===== config.mk =====
export PLATFORM = sky130hd
export DESIGN_NAME = push_pull_master
export DESIGN_NICKNAME = d
export VERILOG_FILES = /design/src/rtl/mpush_pkg.sv /design/src/rtl/slot_if.sv /design/src/rtl/push_pull_master.sv /design/src/rtl/slot_timer.sv
export VERILOG_INCLUDE_DIRS = /design/src /design/src/rtl
export SDC_FILE = /design/constraint.sdc
export NUM_CORES = 1
export LEC_CHECK = 0
export BUFFER_PORTS_ARGS = -buffer_cell sky130_fd_sc_hd__clkbuf_2
export CAP_MARGIN = 20
export CORE_ASPECT_RATIO = 2
export CORE_UTILIZATION = 45
export CTS_BUF_LIST = sky130_fd_sc_hd__clkbuf_4 sky130_fd_sc_hd__clkbuf_8
export CTS_CLUSTER_SIZE = 30
export DETAILED_ROUTE_END_ITERATION = 7
export GPL_ROUTABILITY_DRIVEN = 0
export PLACE_DENSITY = 0.63
export SLEW_MARGIN = 20
export SYNTH_ARGS = -nofsm -noshare
export SYNTH_HDL_FRONTEND = slang
export SYNTH_SLANG_ARGS = --single-unit

===== constraint.sdc =====
create_clock -name ref_clk -period 4.2 [get_ports ref_clk]
set_input_delay 0.21 -clock ref_clk [delete_from_list [all_inputs] [get_ports ref_clk]]
set_output_delay 0.21 -clock ref_clk [all_outputs]
set_load 0.02 [all_outputs]

===== src/rtl/mpush_defs.svh =====
// Offsets, field positions, reset values and counts of the push-pull frame master
`ifndef MPUSH_DEFS_SVH
`define MPUSH_DEFS_SVH

// Register byte offsets
`define OFS_RATE_DIVISOR   4'h0
`define OFS_LINK_CONTROL   4'h4
`define OFS_FRAME_DATA     4'h8
`define OFS_LINK_STATUS    4'hc

// Control field positions
`define CTL_BUS_MODE_BIT   0
`define CTL_BREAK_BIT      1

// Status field positions
`define ST_RX_FULL_BIT     0
`define ST_NOISE_BIT       1
`define ST_VALID_BIT       2
`define ST_FAIL_BIT        3
`define ST_BUSY_BIT        4

// Push data and address layout in the data byte
`define PUSH_DATA_LSB      0
`define PUSH_DATA_W        5
`define PUSH_ADDR_LSB      5
`define PUSH_ADDR_W        3

// Frame timing: rates in Hz, sub-ticks per slot, field lengths in time slots or push bits
`define PUSH_RATE_HZ       20000
`define CLK_HZ             100000000
`define SUB_TICKS          16
`define SUB_MID            4'h7
`define SUB_LAST           4'hf
`define START_SLOTS        5'h03
`define PUSH_BITS          5'h0a
`define BREAK_SLOTS        5'h14
`define EOF_SLOTS          5'h04

// Divisor giving one slot per half push bit; rounds down, so the rate is slightly fast
`define DIVISOR_RESET      13'((`CLK_HZ) / ((`SUB_TICKS) * 2 * (`PUSH_RATE_HZ)))

// Pull code limits
`define CODE_ALL_ONES      3'h7
`define CODE_ALL_ZEROS     3'h0

`endif


===== src/rtl/mpush_pkg.sv =====
// Types shared by the push-pull frame master and its slot timer
package mpush_pkg;

  typedef enum logic [2:0] {
    ST_IDLE  = 3'b000,
    ST_START = 3'b001,
    ST_PUSH  = 3'b010,
    ST_PULL  = 3'b011,
    ST_EOF   = 3'b100,
    ST_BREAK = 3'b101
  } frame_state_e;

  typedef struct packed {
    logic [12:0] pre;
    logic [3:0]  sub;
  } timer_s;

  typedef struct packed {
    frame_state_e state;
    logic [12:0]  divisor;
    logic         enable;
    logic         brk;
    logic [9:0]   tx_word;
    logic [7:0]   pull_sr;
    logic [7:0]   data_reg;
    logic [4:0]   cnt;
    logic         half;
    logic         tx_level;
    logic         restart;
    logic         rx_full;
    logic         noise;
    logic         valid;
    logic         fail;
    logic [3:0]   snap;
    logic         ack;
    logic [31:0]  rdata;
    logic         eof_prev;
    logic         eof_ones;
    logic         eof_alt;
  } master_s;

endpackage


===== src/rtl/slot_if.sv =====
// Slot timing signals between the frame engine and its slot timer
`timescale 1ns/1ns
interface slot_if;
  logic [12:0] divisor;
  logic        restart;
  logic        slot_tick;
  logic        mid_tick;

  modport timer (input divisor, input restart, output slot_tick, output mid_tick);
  modport user  (output divisor, output restart, input slot_tick, input mid_tick);
endinterface


===== src/rtl/push_pull_master.sv =====
// Single-wire push-pull frame master with an Avalon-MM register slave
`timescale 1ns/1ns
`include "mpush_defs.svh"
module push_pull_master
  import mpush_pkg::*;
#(
  parameter int PULL_BITS = 8,
  parameter int EOF_SLOTS = 4
)
(
  input  wire logic        ref_clk,
  input  wire logic        rst,
  input  wire logic [3:0]  avs_address,
  input  wire logic        avs_read,
  input  wire logic        avs_write,
  input  wire logic [31:0] avs_writedata,
  input  wire logic [3:0]  avs_byteenable,
  output logic      [31:0] avs_readdata,
  output logic             avs_waitrequest,
  output logic             push_out_pin,
  input  wire logic        pull_in_pin
);

  master_s s_ff;
  master_s nxt_s;

  slot_if sif ();

  logic       req;
  logic       accept;
  logic       wr_data;
  logic       frame_go;
  logic       break_go;
  logic [2:0] code;
  logic [7:0] status_byte;
  logic       busy;

  ////////////////////////////////////////////////////////////////////////////
  // Slot timer
  slot_timer u_timer (
    .ref_clk (ref_clk),
    .rst     (rst),
    .tp      (sif.timer)
  );

  assign sif.divisor = s_ff.divisor;
  assign sif.restart = s_ff.restart;

  ////////////////////////////////////////////////////////////////////////////
  // Bus handshake: one wait cycle while read data is prepared
  assign req             = avs_read || avs_write;
  assign accept          = req && s_ff.ack;
  assign avs_waitrequest = req && !s_ff.ack;
  assign avs_readdata    = s_ff.rdata;

  assign busy    = (s_ff.state != ST_IDLE);
  assign wr_data = accept && avs_write && (avs_address == `OFS_FRAME_DATA)
                   && avs_byteenable[0];

  // Data write starts a frame only when idle, enabled and clocked
  assign frame_go = wr_data && s_ff.enable && !busy && (s_ff.divisor != 13'h0);
  assign break_go = s_ff.brk && s_ff.enable && !busy && !frame_go
                    && (s_ff.divisor != 13'h0);

  // Pull code taken from the low three bits of the received byte;
  // the upper pull bits reach software untouched
  assign code = s_ff.pull_sr[2:0];

  // Status byte as software sees it; busy is live, not latched
  always_comb
  begin
    status_byte                  = 8'h00;
    status_byte[`ST_RX_FULL_BIT] = s_ff.rx_full;
    status_byte[`ST_NOISE_BIT]   = s_ff.noise;
    status_byte[`ST_VALID_BIT]   = s_ff.valid;
    status_byte[`ST_FAIL_BIT]    = s_ff.fail;
    status_byte[`ST_BUSY_BIT]    = busy;
  end

  ////////////////////////////////////////////////////////////////////////////
  // Next-state logic: registers, frame sequencer and flags
  always_comb
  begin
    nxt_s         = s_ff;
    nxt_s.restart = 1'b0;

    // Ack toggles so each request sees exactly one wait cycle
    // Costs a cycle per access but keeps read data off a combinational path
    nxt_s.ack = req && !s_ff.ack;

    // Read data latched in the wait cycle, stable at the accepting edge
    if (req && !s_ff.ack)
    begin
      case (avs_address)
        `OFS_RATE_DIVISOR: nxt_s.rdata = {19'h0, s_ff.divisor};
        `OFS_LINK_CONTROL: nxt_s.rdata = {30'h0, s_ff.brk, s_ff.enable};
        `OFS_FRAME_DATA:   nxt_s.rdata = {24'h0, s_ff.data_reg};
        `OFS_LINK_STATUS:  nxt_s.rdata = {24'h0, status_byte};
        default:           nxt_s.rdata = 32'h0;
      endcase
    end

    // Register writes; unmapped offsets are ignored
    if (accept && avs_write)
    begin
      case (avs_address)
        `OFS_RATE_DIVISOR:
        begin
          if (avs_byteenable[0])
            nxt_s.divisor[7:0] = avs_writedata[7:0];
          if (avs_byteenable[1])
            nxt_s.divisor[12:8] = avs_writedata[12:8];
        end
        `OFS_LINK_CONTROL:
        begin
          if (avs_byteenable[0])
          begin
            nxt_s.enable = avs_writedata[`CTL_BUS_MODE_BIT];
            nxt_s.brk    = avs_writedata[`CTL_BREAK_BIT];
          end
        end
        default:
        begin
          nxt_s.enable = s_ff.enable;
        end
      endcase
    end

    // Status read snapshots flags; a later data read clears only those.
    // Snapshot comes from the word software actually received, so a flag
    // that rises between the wait cycle and the accept edge is never lost
    if (accept && avs_read && avs_address == `OFS_LINK_STATUS)
      nxt_s.snap = s_ff.rdata[3:0];
    if (accept && avs_read && avs_address == `OFS_FRAME_DATA)
    begin
      nxt_s.rx_full = s_ff.rx_full && !s_ff.snap[0];
      nxt_s.noise   = s_ff.noise && !s_ff.snap[1];
      nxt_s.valid   = s_ff.valid && !s_ff.snap[2];
      nxt_s.fail    = s_ff.fail && !s_ff.snap[3];
      nxt_s.snap    = 4'h0;
    end

    // Frame sequencer; flag sets below follow the clears so a set wins
    case (s_ff.state)
      ST_IDLE:
      begin
        nxt_s.tx_level = 1'b1;
        if (frame_go)
        begin
          nxt_s.state   = ST_START;
          nxt_s.restart = 1'b1;
          nxt_s.cnt     = 5'h0;
          nxt_s.tx_level = 1'b0;
          // Sent LSB first: sync zero, data, address, pull sync one
          nxt_s.tx_word = {1'b1, avs_writedata[7:0], 1'b0};
        end
        else if (break_go)
        begin
          nxt_s.state    = ST_BREAK;
          nxt_s.restart  = 1'b1;
          nxt_s.cnt      = 5'h0;
          nxt_s.tx_level = 1'b0;
        end
      end

      ST_START:
      begin
        if (sif.slot_tick)
        begin
          if (s_ff.cnt == `START_SLOTS - 5'h1)
          begin
            nxt_s.state    = ST_PUSH;
            nxt_s.cnt      = 5'h0;
            nxt_s.half     = 1'b0;
            nxt_s.tx_level = ~s_ff.tx_word[0];
          end
          else
            nxt_s.cnt = s_ff.cnt + 5'h1;
        end
      end

      ST_PUSH:
      begin
        // Line read back mid-slot; receiver shift register untouched here
        if (sif.mid_tick && (pull_in_pin != s_ff.tx_level))
          nxt_s.noise = 1'b1;
        if (sif.slot_tick)
        begin
          if (!s_ff.half)
          begin
            nxt_s.half     = 1'b1;
            nxt_s.tx_level = s_ff.tx_word[0];
          end
          else if (s_ff.cnt == `PUSH_BITS - 5'h1)
          begin
            // Release the wire to recessive so the slave can answer
            nxt_s.state    = ST_PULL;
            nxt_s.cnt      = 5'h0;
            nxt_s.half     = 1'b0;
            nxt_s.tx_level = 1'b1;
          end
          else
          begin
            nxt_s.half     = 1'b0;
            nxt_s.cnt      = s_ff.cnt + 5'h1;
            nxt_s.tx_word  = {1'b0, s_ff.tx_word[9:1]};
            nxt_s.tx_level = ~s_ff.tx_word[1];
          end
        end
      end

      ST_PULL:
      begin
        // NRZ sample mid-slot, LSB first
        if (sif.mid_tick)
          nxt_s.pull_sr = {pull_in_pin, s_ff.pull_sr[7:1]};
        if (sif.slot_tick)
        begin
          if (s_ff.cnt == 5'(PULL_BITS - 1))
          begin
            nxt_s.state    = ST_EOF;
            nxt_s.cnt      = 5'h0;
            nxt_s.eof_ones = 1'b1;
            nxt_s.eof_alt  = 1'b1;
          end
          else
            nxt_s.cnt = s_ff.cnt + 5'h1;
        end
      end

      ST_EOF:
      begin
        // A slot-rate toggle is a square wave at the push bit rate
        if (sif.mid_tick)
        begin
          nxt_s.eof_ones = s_ff.eof_ones && pull_in_pin;
          if (s_ff.cnt != 5'h0)
            nxt_s.eof_alt = s_ff.eof_alt && (pull_in_pin != s_ff.eof_prev);
          nxt_s.eof_prev = pull_in_pin;
        end
        if (sif.slot_tick)
        begin
          if (s_ff.cnt == 5'(EOF_SLOTS - 1))
          begin
            nxt_s.state    = ST_IDLE;
            nxt_s.cnt      = 5'h0;
            nxt_s.data_reg = s_ff.pull_sr;
            nxt_s.rx_full  = 1'b1;
            // Valid and failed exclude each other: only code 111 can fail
            if ((code != `CODE_ALL_ONES) && (code != `CODE_ALL_ZEROS) && s_ff.eof_alt)
              nxt_s.valid = 1'b1;
            if ((code == `CODE_ALL_ONES) && s_ff.eof_ones)
              nxt_s.fail = 1'b1;
          end
          else
            nxt_s.cnt = s_ff.cnt + 5'h1;
        end
      end

      ST_BREAK:
      begin
        // Break ignores the line; nothing is read back while it runs
        if (sif.slot_tick)
        begin
          if (s_ff.cnt == `BREAK_SLOTS - 5'h1)
          begin
            nxt_s.state    = ST_IDLE;
            nxt_s.cnt      = 5'h0;
            nxt_s.brk      = 1'b0;
            nxt_s.tx_level = 1'b1;
          end
          else
            nxt_s.cnt = s_ff.cnt + 5'h1;
        end
      end

      default:
      begin
        nxt_s.state    = ST_IDLE;
        nxt_s.tx_level = 1'b1;
      end
    endcase

    // Leaving bus mode abandons any frame and frees the wire
    if (!nxt_s.enable)
    begin
      nxt_s.state    = ST_IDLE;
      nxt_s.tx_level = 1'b1;
      nxt_s.cnt      = 5'h0;
    end
  end

  ////////////////////////////////////////////////////////////////////////////
  // Transmit pin straight from a flop; tx_level is forced high whenever bus
  // mode is off, so the pin rests recessive with no gate after the flop
  always_comb
  begin
    push_out_pin = s_ff.tx_level;
  end

  ////////////////////////////////////////////////////////////////////////////
  // State register
  always_ff @(posedge ref_clk or posedge rst)
  begin
    if (rst)
    begin
      s_ff          <= '0;
      s_ff.state    <= ST_IDLE;
      s_ff.divisor  <= `DIVISOR_RESET;
      s_ff.tx_level <= 1'b1;
      s_ff.eof_ones <= 1'b1;
      s_ff.eof_alt  <= 1'b1;
    end
    else
      s_ff <= nxt_s;
  end

endmodule


===== src/rtl/slot_timer.sv =====
// Rate generator: sixteen sub-ticks per time slot, slot end and mid-slot pulses
`timescale 1ns/1ns
`include "mpush_defs.svh"
module slot_timer
  import mpush_pkg::*;
(
  input  wire logic ref_clk,
  input  wire logic rst,
  slot_if.timer     tp
);

  timer_s t_ff;
  timer_s nxt_t;
  logic   pre_wrap;

  ////////////////////////////////////////////////////////////////////////////
  // Prescaler wraps every divisor clocks; zero divisor keeps everything still
  always_comb
  begin
    nxt_t    = t_ff;
    pre_wrap = 1'b0;
    if (tp.restart || tp.divisor == 13'h0)
    begin
      nxt_t.pre = 13'h0;
      nxt_t.sub = 4'h0;
    end
    else if (t_ff.pre + 13'h1 >= tp.divisor)
    begin
      pre_wrap  = 1'b1;
      nxt_t.pre = 13'h0;
      nxt_t.sub = t_ff.sub + 4'h1;
    end
    else
    begin
      nxt_t.pre = t_ff.pre + 13'h1;
    end
  end

  // Slot ends on the sixteenth sub-tick; sampling sits mid-slot, away from edges
  assign tp.slot_tick = pre_wrap && (t_ff.sub == `SUB_LAST);
  assign tp.mid_tick  = pre_wrap && (t_ff.sub == `SUB_MID);

  always_ff @(posedge ref_clk or posedge rst)
  begin
    if (rst)
      t_ff <= '0;
    else
      t_ff <= nxt_t;
  end

endmodule


==> summary.md <==
| Metric | Value |
|---|---|
| Switch share | `a little under a third` |
| Post-Route Skew | `approximately 11 ps` |
| Count leader, synth | `dfrtp_1` |
| Crit path from | `u_timer.t_ff[8]$_DFF_PP0_` |
| WL/cell | `17.3 um` |
| CP Launch Type | `flip-flop` |
| H-tree depth | `3` |
| GRT Util Overall | `21.0%` |
| Initial Util | `between 40% and 50%` |
| IO buf count | `38` |
| WP data required | `4460 ps` |
| Crit path largest cell delay | `750 ps` |
| Ys flop type | `dfrtp_1` |
| Crit Reg-Reg Startpoint | `u_timer.t_ff[8]$_DFF_PP0_` |
| Reg2reg path depth | `12` |
| Unique masters post-synth | `65` |
| Status | `complete, no violations` |
| IO Count | `79` |
| Setup violations, final | `0` |
| Final design utilization | `49.4%` |
| Reg-to-Reg End | `s_ff[56]$_DFFE_PP0P_` |
| Switching pwr | `0.000663 W` |
| Pre-antenna DRT Iters | `4` |
| Via density | `5.58` |
| CP delay by family, top | `simple AND/OR/NAND/NOR gates` |
| Overflow after GRT | `0` |
| NumNets Final | `606` |
| Clock sink count | `94` |
| FF-to-FF setup slack | `390 ps` |
| Peak Freq | `262 MHz` |
| Vias | `about 3800` |
| Pin count of the biggest net entering global routing | `61` |
| WP depth | `12` |
| YS warnings | `0` |
| Final Cycle Share | `90.8%` |
| Min Tclk post-route | `3810 ps` |
| Tightest Hold Check Type | `in -> reg` |
| Relative slew slack | `50.8%` |
| Area of the core | `0.0114 sq mm` |
| Synth top area cells | `dfrtp_1 (41%), mux2_2 (6.7%), ha_1 (5.0%)` |
| Crit path max fanout | `11` |
| Maximum clock path buffer count | `2` |
| Flip-flop and latch area | `0.00236 sq mm` |
| CP Buf/Inv Count | `1` |
| Top-area cell type share of the netlist area | `just over 40%` |
| Row count | `55` |
| Vert. Die Dim | `~150 um` |
| Vias in the first global route | `just under 4000` |
| Seq/Total Area, Yosys | `45.0%` |
| Die Width | `78.4 um` |
| Clock power frac | `30.1%` |
| Antenna viol nets, final | `0` |
| Most common library cells after synthesis | `dfrtp_1 (87), nand2_1 (66), buf_4 (33), o21ai_0 (33), mux2_2 (31)` |
| Share of layout cells above drive strength 1 | `20.9%` |
| CTS tree | `done` |
| Final Max Slew Viols | `0` |
| Fillcell total | `1095` |
| CTS clk-pin slew, worst paths | `100 ps` |
| Leading area contributor after synthesis | `dfrtp_1` |
| Pint | `0.00145 W` |
| Seq pwr share | `50.4%` |
| Crit path DAT | `4070 ps` |
| First-pass GRT wire length | `between 15000 and 20000 um` |
| Fin. Hold Viols | `0` |
| Logic pwr share | `between 15 and 20%` |
| Area of the multi-input gates | `0.00253 sq mm` |
| P per Cell Area | `376 mW/mm^2` |
| Post-Synthesis Cells | `518` |
| Number of synthesized flops with an enable pin | `0` |
| Hold_ws | `around 37 ps` |
| Crit. End Element | `flip-flop` |
| RSZ-0062 raised after global routing | `false` |
| Initial antenna violation count | `0` |
| Die Area | `0.0121 sq mm` |
| Post-synthesis register bit count | `94` |
| Worst-Margin Slew | `between 700 and 800 ps` |
| Clk root buf | `clkbuf_8` |
| Critical-path cell list | `and3_1 > nand4_1 > or2_2 > nor2_1 > xor2_1 > ha_1 > nand4_2 > o41ai_4 > nand2_2 > nor3_2 > buf_4 > mux2_2` |
| Final instance area | `0.00561 sq mm` |
| Routed wire length | `11900 um` |
| Cell Area, Placed | `0.00540 sq mm` |
| Crit-path slowest cell | `o41ai_4` |
| Antenna Cells | `0` |
| # Max-Cap Violations | `0` |
| CTS Buf Count | `9` |
| Area growth syn-to-layout | `6.96%` |
| WS Path Type | `reg -> reg` |
| Skew-Pair Late Insertion Delay | `between 300 and 400 ps` |
| Maximum vdd drop | `0.187 mV` |
| Post-route DRC violation count | `0` |
| Mapped cell area | `0.00525 sq mm` |
| Post-DP HPWL | `9120 um` |
| Crit path to | `s_ff[56]$_DFFE_PP0P_` |
| Setup TNS | `0 ps` |
| Ys async rst share | `100%` |
| Initial DRC count | `186` |
| Mapped Avg Cell Area | `10.1 sq um` |
| P_leak | `2.78 nW` |
==> worst min-delay path by stage <==
stage | startpoint | endpoint | slack (ps) | cells past startpoint
floorplan | avs_writedata[2] | sif.divisor[2]$_DFFE_PP1P_ | 320 | 2
global placement | avs_writedata[10] | sif.divisor[10]$_DFFE_PP0P_ | 420 | 3
detailed placement | avs_writedata[12] | sif.divisor[12]$_DFFE_PP0P_ | 420 | 3
CTS | avs_writedata[12] | sif.divisor[12]$_DFFE_PP0P_ | 30 | 3
global route | avs_writedata[8] | sif.divisor[8]$_DFFE_PP0P_ | 50 | 3
finish | avs_writedata[12] | sif.divisor[12]$_DFFE_PP0P_ | 40 | 3
==> state kept, by name (all words and copies together) (netlist names) <==
name          cells
push_out_pin      1
code              3
s_ff             46
u_timer.t_ff     17
sif.restart       1
sif.divisor      13
avs_readdata     13
==> stage by stage <==
stage	total power, W	std cells	setup slack (ps)
final	0.00211	687	386
after global routing	0.00223	687	113
after CTS	0.00213	686	348
after detailed placement	0.00149	670	367
after global placement	0.00147	670	414
after floorplan	0.00138	536	798
==> worst reg2reg max path: stages (launching register included) <==
cell     delay [ps]
dfrtp_1         420
and3_1          220
nand4_1         140
or2_2           320
nor2_1          130
xor2_1          100
ha_1            340
nand4_2         150
o41ai_4         750
nand2_2         310
nor3_2          250
buf_4           220
mux2_2          350
==> placed cells by master, fill, tap and decap left out, types with 7 or more instances in the layout <==
master,instances
inv_1,26
xnor2_1,10
clkbuf_2,38
conb_1,19
mux2i_1,10
nor2b_1,14
dfstp_2,7
a21oi_1,10
a22o_1,7
nand3_1,8
nor2_1,29
mux2_2,31
and3_1,7
ha_1,21
dfrtp_1,87
o21ai_0,33
clkbuf_8,10
nand2_1,66
nor3_1,8
==> power groups by stage <==
stage | sequential (W) | combinational (W) | clock, W
after floorplan | 0.00105 | 0.000336 | 0
after global placement | 0.00108 | 0.000394 | 0
after detailed placement | 0.00108 | 0.000414 | 0
after CTS | 0.00106 | 0.000417 | 0.000648
after global routing | 0.00107 | 0.000476 | 0.000679
final | 0.00106 | 0.000411 | 0.000634
==> per-layer routing <==
| layer | global-route usage, % | wire length, um | up-vias |
|---|---|---|---|
| li1 | - | - | 1800 |
| met1 | 21.9 | 4360 | 1889 |
| met2 | 39.2 | 6620 | 112 |
| met3 | 3.48 | 366 | 31 |
| met4 | 11.1 | 537 | 0 |
| met5 | 0 | 0 | - |
==> kinds of logic after synthesis <==
| family | share of synthesized area (%) |
|---|---|
| AO/OA/AOI/OAI | 12.2 |
| adder cells (fa/ha/maj) | 5.01 |
| flip-flops | 45.0 |
| other | 0.0714 |
| AND/OR/NAND/NOR | 16.7 |
| XOR/XNOR | 2.67 |
| buffers and inverters | 8.10 |
| multiplexers | 10.3 |
==> area by class of cell <==
type	count	share of cell area, %
Multi-Input combinational cell	364	45.1
Clock inverter	6	1.25
Clock buffer	10	2.45
Inverter	28	1.92
Timing Repair Buffer	43	4.10
Tap cell	142	3.16
Sequential cell	94	42.1
==> repair_timing <==
action                    in CTS  in global routing
hold buffers                   0                  1
hold endpoints to repair       0                  6
setup buffers                  0                  0
gates resized for setup        0                  0
(Power assumes the default switching activity.)
